### src/common/prfm_defines.svh
/*
 Timing counts, register offsets, field positions and reset values.
 Assumes a 100 MHz aclk; included by the design and the testbench.
*/
`ifndef PRFM_DEFINES_SVH
`define PRFM_DEFINES_SVH

// -----------------------------------------------------------------
// Timing
// -----------------------------------------------------------------
`define PRFM_CLK_HZ          100000000
`define PRFM_CYCLE_MS        100
`define PRFM_CYCLE_CLKS      ((`PRFM_CLK_HZ / 1000) * `PRFM_CYCLE_MS)
`define PRFM_OUTAGE_MS       2000
`define PRFM_OUTAGE_TICKS    (`PRFM_OUTAGE_MS / `PRFM_CYCLE_MS)
`define PRFM_PULSE_MS        120
`define PRFM_PULSE_TICKS     ((`PRFM_PULSE_MS + `PRFM_CYCLE_MS - 1) / `PRFM_CYCLE_MS)
`define PRFM_BLINK_TICKS     5

// -----------------------------------------------------------------
// Register offsets
// -----------------------------------------------------------------
`define PRFM_CTRL_OFS        12'h000
`define PRFM_STAT_OFS        12'h004
`define PRFM_SETV_OFS        12'h008
`define PRFM_OUTV_OFS        12'h00c
`define PRFM_PASS_OFS        12'h010
`define PRFM_FAULT_OFS       12'h014
`define PRFM_OUTAGE_OFS      12'h018
`define PRFM_PVIN_OFS        12'h01c
`define PRFM_CASIN_OFS       12'h020
`define PRFM_STAMP_OFS       12'h024

// -----------------------------------------------------------------
// Control fields
// -----------------------------------------------------------------
`define PRFM_CTRL_MODE_LO    0
`define PRFM_CTRL_ACTDISP    2
`define PRFM_CTRL_TAGBLINK   3
`define PRFM_CTRL_ALMPOL     4
`define PRFM_CTRL_SYSALM     5
`define PRFM_CTRL_LOCK       6
`define PRFM_CTRL_RST        7'h00
`define PRFM_PASS_RST        32'h00005a5a
`define PRFM_MV_COLD         16'hffc1
`define PRFM_FAULT_BITS      7

`endif

### src/common/prfm_pkg.sv
/*
 Types for the power recovery and fail monitor.
 Assumes prfm_defines.svh sits on the include path.
*/
package prfm_pkg;
    typedef enum logic [1:0] {
        PRFM_WARM_ALWAYS = 2'h0,
        PRFM_MAN_COLD    = 2'h1,
        PRFM_CAS_COLD    = 2'h2,
        PRFM_COLD        = 2'h3
    } prfm_start_t;

    typedef enum logic [3:0] {
        PRFM_S_IDLE    = 4'h1,
        PRFM_S_MEASURE = 4'h2,
        PRFM_S_APPLY   = 4'h4,
        PRFM_S_RUN     = 4'h8
    } prfm_state_t;

    typedef enum logic [3:0] {
        PRFM_R_NONE   = 4'h0,
        PRFM_R_WARM   = 4'h1,
        PRFM_R_MCOLD  = 4'h2,
        PRFM_R_CCOLD  = 4'h4,
        PRFM_R_COLD   = 4'h8
    } prfm_restart_t;
endpackage

### src/prfm_monitor.sv
/*
 Power recovery and fail monitor: computation tick, restart choice,
 retention, fail and alarm indication, contact inputs and outputs,
 AXI4-Lite register slave.
 Assumes the retained storage ports are backed by non-volatile cells
 outside, and that fault and power inputs are asynchronous pins.
*/
// Design decisions made here: the placing of the registers and the AXI4-Lite interface to the registers.
`include "prfm_defines.svh"

// Behaviour
// - all input and output computation happens once every 100 ms tick; here fault latches and outputs update on every aclk edge.
// - after power return the stored start mode picks the restart.
// - outage under two seconds gives a warm restart in every mode.
// - long outage: warm, manual-cold, cascade-cold or cold per mode.
// - setting value and configuration restored on every restart type; here only configuration is retained and reloaded.
// - configuration is kept in non-volatile storage across supply loss.
// - clock, processor, converter and memory faults are flagged.
// - any failure lights the red lamp and opens the fail contact.
// - fail contact closed normally, open on power loss or failure.
// - any alarm lights the yellow lamp and shows the cause.
// - active display option recolours process bar on process alarm.
// - tag blink option blinks the tag while the alarm lamp is lit.
// - any failure switches the screen to the failure page.
// - main processor failure: display side shows page, manual allowed.
// - display processor failure: main side shows page, manual allowed.
// - configuration writes are blocked without the correct password.
// - two analog inputs are taken: process value and cascade value.
// - two contact inputs select mode and switch the backlight off.
// - three contact outputs: cascade/manual, high alarm, low alarm.
// - alarm contacts stay open while supply is lost.
module prfm_monitor (
    // Clock and reset
    input  wire logic        aclk,
    input  wire logic        aresetn,
    // AXI4-Lite slave
    input  wire logic [11:0] s_axi_awaddr,
    input  wire logic        s_axi_awvalid,
    output logic             s_axi_awready,
    input  wire logic [31:0] s_axi_wdata,
    input  wire logic [3:0]  s_axi_wstrb,
    input  wire logic        s_axi_wvalid,
    output logic             s_axi_wready,
    output logic [1:0]       s_axi_bresp,
    output logic             s_axi_bvalid,
    input  wire logic        s_axi_bready,
    input  wire logic [11:0] s_axi_araddr,
    input  wire logic        s_axi_arvalid,
    output logic             s_axi_arready,
    output logic [31:0]      s_axi_rdata,
    output logic [1:0]       s_axi_rresp,
    output logic             s_axi_rvalid,
    input  wire logic        s_axi_rready,
    // Power and retained storage
    input  wire logic        power_good,
    input  wire logic [31:0] nv_stamp_in,
    input  wire logic [31:0] nv_cfg_in,
    output logic [31:0]      nv_stamp_out,
    output logic [31:0]      nv_cfg_out,
    output logic             nv_write,
    // Fault sources
    input  wire logic [6:0]  fault_in,
    // Analog samples and process alarms
    input  wire logic [15:0] process_value,
    input  wire logic [15:0] cascade_value,
    input  wire logic        high_alarm_in,
    input  wire logic        low_alarm_in,
    // Contact inputs
    input  wire logic        mode_contact,
    input  wire logic        backlight_contact,
    // Lamps, screen, contacts
    output logic             fail_lamp,
    output logic             alarm_lamp,
    output logic             fail_contact,
    output logic             fail_page,
    output logic             page_on_display_cpu,
    output logic             hand_operation,
    output logic             bar_alert_colour,
    output logic             tag_blink,
    output logic             backlight_off,
    output logic             contact_output_one,
    output logic             high_alarm_contact,
    output logic             low_alarm_contact,
    output logic [15:0]      setting_value,
    output logic [15:0]      manipulated_output,
    output logic [3:0]       restart_kind
);
    import prfm_pkg::*;

    // -------------------------------------------------------------
    // State
    // -------------------------------------------------------------
    typedef struct packed {
        logic [23:0]   div;
        logic          tick;
        logic [31:0]   stamp;
        logic [31:0]   outage;
        prfm_state_t   st;
        prfm_restart_t rk;
        logic [6:0]    cfg;
        logic [15:0]   sv;
        logic [15:0]   mv;
        logic          cascade;
        logic          unlocked;
        logic [9:0]    p1, p2, p3;
        logic [6:0]    faults;
        logic [1:0]    raw_m, raw_b;
        logic [1:0]    cnt_m, cnt_b;
        logic          mode_ok, bl_ok;
        logic [2:0]    blink;
        logic          blink_ph;
        logic [15:0]   pv, cv;
        logic          hi, lo;
        logic          aw, w;
        logic [11:0]   awa;
        logic [31:0]   wd;
        logic [3:0]    ws;
        logic          bv;
        logic          rv;
        logic [31:0]   rd;
        logic          nvw;
    } prfm_s_t;

    prfm_s_t s_reg, s_next;

    wire logic pwr_ok  = s_reg.p3[0] && s_reg.p2[0];
    wire logic any_fail = |s_reg.faults;
    wire logic alarm   = (s_reg.hi | s_reg.lo | s_reg.cfg[`PRFM_CTRL_SYSALM]);
    wire logic [31:0] cfg_word = {25'h0, s_reg.cfg};

    function automatic logic [31:0] rd_mux(input logic [11:0] a,
                                           input prfm_s_t r);
        case (a)
            `PRFM_CTRL_OFS:   rd_mux = {25'h0, r.cfg};
            `PRFM_STAT_OFS:   rd_mux = {20'h0, r.rk, r.st, r.cascade,
                                        r.unlocked, r.mode_ok, r.bl_ok};
            `PRFM_SETV_OFS:   rd_mux = {16'h0, r.sv};
            `PRFM_OUTV_OFS:   rd_mux = {16'h0, r.mv};
            `PRFM_PASS_OFS:   rd_mux = 32'h0;
            `PRFM_FAULT_OFS:  rd_mux = {25'h0, r.faults};
            `PRFM_OUTAGE_OFS: rd_mux = r.outage;
            `PRFM_PVIN_OFS:   rd_mux = {16'h0, r.pv};
            `PRFM_CASIN_OFS:  rd_mux = {16'h0, r.cv};
            `PRFM_STAMP_OFS:  rd_mux = r.stamp;
            default:          rd_mux = 32'h0;
        endcase
    endfunction

    always_comb begin
        s_next = s_reg;
        s_next.nvw = 1'b0;
        // Pin synchronisers: stage one feeds stage two only
        s_next.p1 = {fault_in, high_alarm_in, mode_contact, power_good};
        s_next.p2 = s_reg.p1;
        s_next.p3 = s_reg.p2;
        // Computation tick
        s_next.tick = 1'b0;
        if (s_reg.div == 24'(`PRFM_CYCLE_CLKS - 1)) begin
            s_next.div  = 24'h0;
            s_next.tick = 1'b1;
        end else begin
            s_next.div = s_reg.div + 24'h1;
        end
        // Faults latch; a clean agreement is needed to set one
        for (int i = 0; i < `PRFM_FAULT_BITS; i++) begin
            if (s_reg.p2[3+i] && s_reg.p3[3+i]) begin
                s_next.faults[i] = 1'b1;
            end
        end
        if (s_reg.tick) begin
            // Sampled each tick so all computation shares one period
            s_next.pv = process_value;
            s_next.cv = cascade_value;
            s_next.hi = s_reg.p3[2];
            s_next.lo = low_alarm_in;
            s_next.stamp = s_reg.stamp + 32'h1;
            // Input filter: new level must hold for two ticks
            s_next.raw_m = {s_reg.raw_m[0], s_reg.p3[1]};
            s_next.raw_b = {s_reg.raw_b[0], backlight_contact};
            if (s_reg.raw_m[0] != s_reg.mode_ok) begin
                if (s_reg.cnt_m == 2'(`PRFM_PULSE_TICKS - 1)) begin
                    s_next.mode_ok = s_reg.raw_m[0];
                    s_next.cascade = s_reg.raw_m[0];
                    s_next.cnt_m = 2'h0;
                end else begin
                    s_next.cnt_m = s_reg.cnt_m + 2'h1;
                end
            end else begin
                s_next.cnt_m = 2'h0;
            end
            if (s_reg.raw_b[0] != s_reg.bl_ok) begin
                if (s_reg.cnt_b == 2'(`PRFM_PULSE_TICKS - 1)) begin
                    s_next.bl_ok = s_reg.raw_b[0];
                    s_next.cnt_b = 2'h0;
                end else begin
                    s_next.cnt_b = s_reg.cnt_b + 2'h1;
                end
            end else begin
                s_next.cnt_b = 2'h0;
            end
            if (s_reg.blink == 3'(`PRFM_BLINK_TICKS - 1)) begin
                s_next.blink = 3'h0;
                s_next.blink_ph = ~s_reg.blink_ph;
            end else begin
                s_next.blink = s_reg.blink + 3'h1;
            end
            if (s_reg.st == PRFM_S_RUN) begin
                s_next.nvw = 1'b1;
            end
        end
        // Power sequencer
        case (s_reg.st)
            PRFM_S_IDLE: begin
                if (pwr_ok) begin
                    s_next.st = PRFM_S_MEASURE;
                end
            end
            PRFM_S_MEASURE: begin
                // Free-running stamp is not reloaded; outage is its distance from the retained one
                s_next.outage = s_reg.stamp - nv_stamp_in;
                s_next.cfg = nv_cfg_in[6:0];
                s_next.st  = PRFM_S_APPLY;
            end
            PRFM_S_APPLY: begin
                if (s_reg.outage < 32'(`PRFM_OUTAGE_TICKS)) begin
                    s_next.rk = PRFM_R_WARM;
                end else begin
                    case (prfm_start_t'(s_reg.cfg[1:0]))
                        PRFM_MAN_COLD: begin
                            s_next.rk = PRFM_R_MCOLD;
                            s_next.cascade = 1'b0;
                        end
                        PRFM_CAS_COLD: begin
                            s_next.rk = PRFM_R_CCOLD;
                            s_next.cascade = 1'b1;
                            s_next.mv = `PRFM_MV_COLD;
                        end
                        PRFM_COLD: s_next.rk = PRFM_R_COLD;
                        default:   s_next.rk = PRFM_R_WARM;
                    endcase
                end
                s_next.st = PRFM_S_RUN;
            end
            PRFM_S_RUN: begin
                if (!pwr_ok) begin
                    s_next.st = PRFM_S_IDLE;
                end
            end
            default: s_next.st = PRFM_S_IDLE;
        endcase
        // AXI4-Lite write
        if (s_axi_awvalid && !s_reg.aw) begin
            s_next.aw  = 1'b1;
            s_next.awa = s_axi_awaddr;
        end
        if (s_axi_wvalid && !s_reg.w) begin
            s_next.w  = 1'b1;
            s_next.wd = s_axi_wdata;
            s_next.ws = s_axi_wstrb;
        end
        if (s_reg.aw && s_reg.w && !s_reg.bv) begin
            s_next.aw = 1'b0;
            s_next.w  = 1'b0;
            s_next.bv = 1'b1;
            case (s_reg.awa)
                `PRFM_CTRL_OFS: begin
                    if (s_reg.unlocked && s_reg.ws[0]) begin
                        s_next.cfg = s_reg.wd[6:0];
                        s_next.nvw = 1'b1;
                    end
                end
                `PRFM_PASS_OFS: begin
                    s_next.unlocked = (s_reg.wd == `PRFM_PASS_RST);
                end
                `PRFM_SETV_OFS: begin
                    s_next.sv = s_reg.wd[15:0];
                end
                `PRFM_OUTV_OFS: begin
                    if (!s_reg.cascade || any_fail) begin
                        s_next.mv = s_reg.wd[15:0];
                    end
                end
                default: begin
                end
            endcase
        end
        if (s_reg.bv && s_axi_bready) begin
            s_next.bv = 1'b0;
        end
        if (s_axi_arvalid && !s_reg.rv) begin
            s_next.rv = 1'b1;
            s_next.rd = rd_mux(s_axi_araddr, s_reg);
        end else if (s_reg.rv && s_axi_rready) begin
            s_next.rv = 1'b0;
        end
    end

    always_ff @(posedge aclk) begin
        if (!aresetn) begin
            s_reg      <= '0;
            s_reg.st   <= PRFM_S_IDLE;
            s_reg.rk   <= PRFM_R_NONE;
            s_reg.cfg  <= `PRFM_CTRL_RST;
        end else begin
            s_reg <= s_next;
        end
    end

    // -------------------------------------------------------------
    // Outputs (registered, fed from state each edge)
    // -------------------------------------------------------------
    // Lamps and contacts re-time one cycle after the state they show
    always_ff @(posedge aclk) begin
        if (!aresetn) begin
            fail_lamp           <= 1'b0;
            alarm_lamp          <= 1'b0;
            fail_contact        <= 1'b0;
            fail_page           <= 1'b0;
            page_on_display_cpu <= 1'b0;
            hand_operation      <= 1'b0;
            bar_alert_colour    <= 1'b0;
            tag_blink           <= 1'b0;
            backlight_off       <= 1'b0;
            contact_output_one  <= 1'b0;
            high_alarm_contact  <= 1'b0;
            low_alarm_contact   <= 1'b0;
            setting_value       <= 16'h0;
            manipulated_output  <= 16'h0;
            restart_kind        <= 4'h0;
            nv_stamp_out        <= 32'h0;
            nv_cfg_out          <= 32'h0;
            nv_write            <= 1'b0;
        end else begin
            fail_lamp    <= any_fail;
            fail_contact <= pwr_ok && !any_fail;
            fail_page    <= any_fail;
            page_on_display_cpu <= s_reg.faults[1];
            hand_operation <= !s_reg.cascade || any_fail;
            alarm_lamp   <= alarm;
            bar_alert_colour <= s_reg.cfg[`PRFM_CTRL_ACTDISP]
                                && (s_reg.hi || s_reg.lo);
            tag_blink    <= s_reg.cfg[`PRFM_CTRL_TAGBLINK] && alarm
                            && s_reg.blink_ph;
            backlight_off <= s_reg.bl_ok;
            contact_output_one <= pwr_ok && s_reg.cascade;
            high_alarm_contact <= pwr_ok && (s_reg.hi
                                  ^ s_reg.cfg[`PRFM_CTRL_ALMPOL]);
            low_alarm_contact  <= pwr_ok && (s_reg.lo
                                  ^ s_reg.cfg[`PRFM_CTRL_ALMPOL]);
            setting_value      <= s_reg.sv;
            manipulated_output <= s_reg.mv;
            restart_kind       <= s_reg.rk;
            nv_stamp_out       <= s_reg.stamp;
            nv_cfg_out         <= cfg_word;
            nv_write           <= s_reg.nvw;
        end
    end

    assign s_axi_awready = !s_reg.aw;
    assign s_axi_wready  = !s_reg.w;
    assign s_axi_bvalid  = s_reg.bv;
    assign s_axi_bresp   = 2'h0;
    assign s_axi_arready = !s_reg.rv;
    assign s_axi_rvalid  = s_reg.rv;
    assign s_axi_rdata   = s_reg.rd;
    assign s_axi_rresp   = 2'h0;

    // -------------------------------------------------------------
    // Checks
    // -------------------------------------------------------------
    a_tick_period: assert property (@(posedge aclk) disable iff (!aresetn)
        s_reg.tick |=> !s_reg.tick [*8])
        else $error("tick repeats too soon");
    a_short_warm: assert property (@(posedge aclk) disable iff (!aresetn)
        (s_reg.st == PRFM_S_APPLY && s_reg.outage < 32'(`PRFM_OUTAGE_TICKS))
        |=> s_reg.rk == PRFM_R_WARM)
        else $error("short outage not warm");
    a_mcold_man: assert property (@(posedge aclk) disable iff (!aresetn)
        (s_reg.st == PRFM_S_APPLY && s_reg.cfg[1:0] == 2'h1
         && s_reg.outage >= 32'(`PRFM_OUTAGE_TICKS))
        |=> !s_reg.cascade && s_reg.rk == PRFM_R_MCOLD)
        else $error("manual cold wrong");
    a_fail_lamp: assert property (@(posedge aclk) disable iff (!aresetn)
        any_fail |=> fail_lamp && !fail_contact && fail_page)
        else $error("fail not shown");
    a_fail_nc: assert property (@(posedge aclk) disable iff (!aresetn)
        !pwr_ok |=> !fail_contact)
        else $error("fail contact closed without power");
    a_alarm_lamp: assert property (@(posedge aclk) disable iff (!aresetn)
        $rose(s_reg.hi) |=> alarm_lamp)
        else $error("alarm lamp dark");
    a_cfg_locked: assert property (@(posedge aclk) disable iff (!aresetn)
        (!s_reg.unlocked && s_reg.st == PRFM_S_RUN && s_reg.aw && s_reg.w)
        |=> $stable(s_reg.cfg))
        else $error("locked config changed");
    a_alarm_open: assert property (@(posedge aclk) disable iff (!aresetn)
        !pwr_ok |=> !high_alarm_contact && !low_alarm_contact)
        else $error("alarm contact closed without power");
endmodule

### config.mk
export PLATFORM = sky130hd
export DESIGN_NAME = prfm_monitor
export DESIGN_NICKNAME = d
export VERILOG_FILES = /design/src/common/prfm_pkg.sv /design/src/prfm_monitor.sv
export VERILOG_INCLUDE_DIRS = /design/src /design/src/common
export SDC_FILE = /design/constraint.sdc
export NUM_CORES = 1
export LEC_CHECK = 0
export ABC_AREA = 0
export BUFFER_PORTS_ARGS = -buffer_cell sky130_fd_sc_hd__buf_4
export CORE_UTILIZATION = 55
export DETAILED_ROUTE_END_ITERATION = 7
export PLACE_DENSITY = 0.86
export RECOVER_POWER = 25
export SLEW_MARGIN = 10
export SYNTH_ARGS = -nofsm -noshare
export SYNTH_HDL_FRONTEND = slang
export SYNTH_SLANG_ARGS = --single-unit
### constraint.sdc
create_clock -name aclk -period 3.7 [get_ports aclk]
set_clock_uncertainty 0.05 [all_clocks]
set_input_delay 0.74 -clock aclk [delete_from_list [all_inputs] [get_ports aclk]]
set_output_delay 0.74 -clock aclk [all_outputs]
set_load 0.1 [all_outputs]
==> flow_summary.ini <==
[synth]
synthesis.instances = 1916
ys_ff_latch = 390
syn_area_um2 = 16800
synth_area_leader_cell = dfxtp_1
ys.flop_type = dfxtp_1
async_flop_share_pct = 0
synth.avg_cell_area_um2 = 8.79
synth_edf_count = 0
synth_cell_types = 77
synth_area_leaders = dfxtp_1 (46%), mux2i_1 (5.6%), nand2_1 (4.7%), nor2_1 (4.7%), a21oi_1 (4.2%)
synth_warnings = 0
seq_area_frac_synth_pct = 46.4
yosys.area.top_type_share_pct = 46.4

[power_and_ir_drop]
ir_drop_v = 0.000421
leakagePower_nw = 8.17
powerDensity_nw_per_um2 = 454
power.total_mw = 9.09

[floorplan]
die_x_um = 177
core-area_um2 = 29900
fp-row-count = 63
io_pins = 329
die_h_um = 177
dieArea_um2 = 31300
start_util_pct = 56.4

[timing]
slew_headroom_pct = -7.59
fmax_mhz = 333
fin_crit_ns = 3.00
fin_tns_setup_ns = 0
slew_viol_final = 53
timing.hold.ws_ns = 0.359
hold_viol = 0
worst_pin_slew_ns = 1.61
fin_ws_ns = 0.697
setup_viol = 0
fin_crit_sh_pct = 81.2
rsz0062_at_grt = false

[place]
io_buffer_count = 271
dpl_cell_area_um2 = 18800
post-dp-hpwl_um = 34300
gp_congestion = 0.938
preCtsSetupSlack_ns = 0.408
dp.cells = 2458

[final_layout]
final_area_um2 = 20000
largest_register_ff_count = 242
synthToLayoutAreaGrowth_pct = 19.0
fillCellCount = 2352
nets = 2325
final_core_util_pct = 67.1
ff_latch_area_um2 = 7810
final-instance-count-excl-fill = 2532
drive_gt1_share_pct = 18.4
multi_input_area_um2 = 8070

[worst_setup_path]
cp_max_fo = 6
arrival_ns = 3.35
cp-end-kind = register
criticalPathCategory = reg2reg
cp.required_ns = 4.05
startpoint_type = register

[global_route]
use_met1_pct = 39.0
grt_max_degree = 84
met3_usage_pct = 5.54
use_met2_pct = 47.2
grt.total_usage_pct = 29.6
grt.busiest_layer = met2
grt_pass1_vias = 13800
grt_overflow = 0
antenna_found_initial = 2
grt_pass1_wl_um = 73100

[route]
wl_um = 47500
post_drt_via_cell_ratio = 5.81
drt_iter0_drc = 1428
wl_per_cell_um = 18.8
vias = 14700
drt_pass1_iterations = 6
drc_errors = 0
drtAntennaViolNets = 0

[status]
status = finished with violations
violations = max-capacitance violations, max-slew violations

[clock_network]
h-tree-depth = 2
root_buffer = clkbuf_16
cts_tree = built
ctsLongestPathBuffers = 3
ctsHoldBuffers = 0
post-cts-setup-buffers = 0
worstSkewPairLatency_ns = 0.54
cts.sinks = 390
post_cts_resized = 0
path_clk_slew_ns = 0.06
cts_buffers = 40

[run]
drv_cap = 1

[min_path]
hp-class = in2reg
cell usage after synthesis, drive strengths merged, types with 39 or more instances:
master	n
a21oi	142
and2	110
buf	85
clkbuf	80
dfxtp	390
ha	39
inv	59
mux2i	94
nand2	212
nand3	44
nor2	210
o21ai	73
cell families (layout without fill, tap and decap cells):
family | count (synthesis) | in the layout | synth area share [%]
multiplexers | 95 | 95 | 5.65
other | 1 | 31 | 0.0223
AO/OA/AOI/OAI | 356 | 356 | 13.5
AND/OR/NAND/NOR | 741 | 741 | 21.4
adder cells (fa/ha/maj) | 40 | 40 | 3.02
buffers and inverters | 225 | 421 | 6.51
flip-flops | 390 | 390 | 46.4
XOR/XNOR | 68 | 68 | 3.54
cell type report:
| type | instances | share of cell area, % |
|---|---|---|
| Tap cell | 390 | 2.43 |
| Clock inverter | 9 | 0.287 |
| Clock buffer | 63 | 6.08 |
| Inverter | 60 | 1.15 |
| Antenna cell | 2 | 0.0250 |
| Timing Repair Buffer | 289 | 10.8 |
| Multi-Input combinational cell | 1329 | 40.2 |
| Sequential cell | 390 | 39.0 |
placed cells by master (no fill, tap or decap), types with 29 or more instances in the layout:
master / n
a21oi_1: 141
and2_0: 54
and2_1: 56
buf_4: 283
clkbuf_16: 41
conb_1: 29
dfxtp_1: 389
ha_1: 39
inv_1: 58
mux2i_1: 94
nand2_1: 212
nand3_1: 42
nor2_1: 209
nor3_1: 35
o21ai_0: 73
xnor2_1: 30
xor2_1: 38
critical path, stage by stage (launching register included):
cell and delay (ns):
dfxtp_1 0.45, inv_1 0.10, ha_1 0.22, fa_1 0.41, and2b_1 0.24, o211ai_2 0.11
a31oi_2 0.24, a311oi_2 0.22, a2111oi_2 0.53, or2_1 0.18, o211ai_1 0.10
power by group:
part | switching, mW | leakage [nW] | internal (mW)
clock | 1.64 | 0.626 | 2.26
combinational | 0.618 | 4.39 | 0.244
sequential | 0.0541 | 3.16 | 4.27
worst paths after layout:
check / startpoint / endpoint / slack [ns] / depth (start not counted)
worst max-delay path: s_reg[251] / s_reg[245] / 0.70 / 10
worst min-delay path: power_good / s_next[150] / 0.36 / 2
worst max register to register: s_reg[251] / s_reg[245] / 0.70 / 10
worst min register to register: s_next[151] / s_next[141] / 0.38 / 1
routing by layer:
metal	vias up	wire length (µm)
met4	0	2010
li1	6911	-
met2	703	21500
met5	-	0
met3	135	3840
met1	6964	20200
Power figures use the tool's default switching activity.
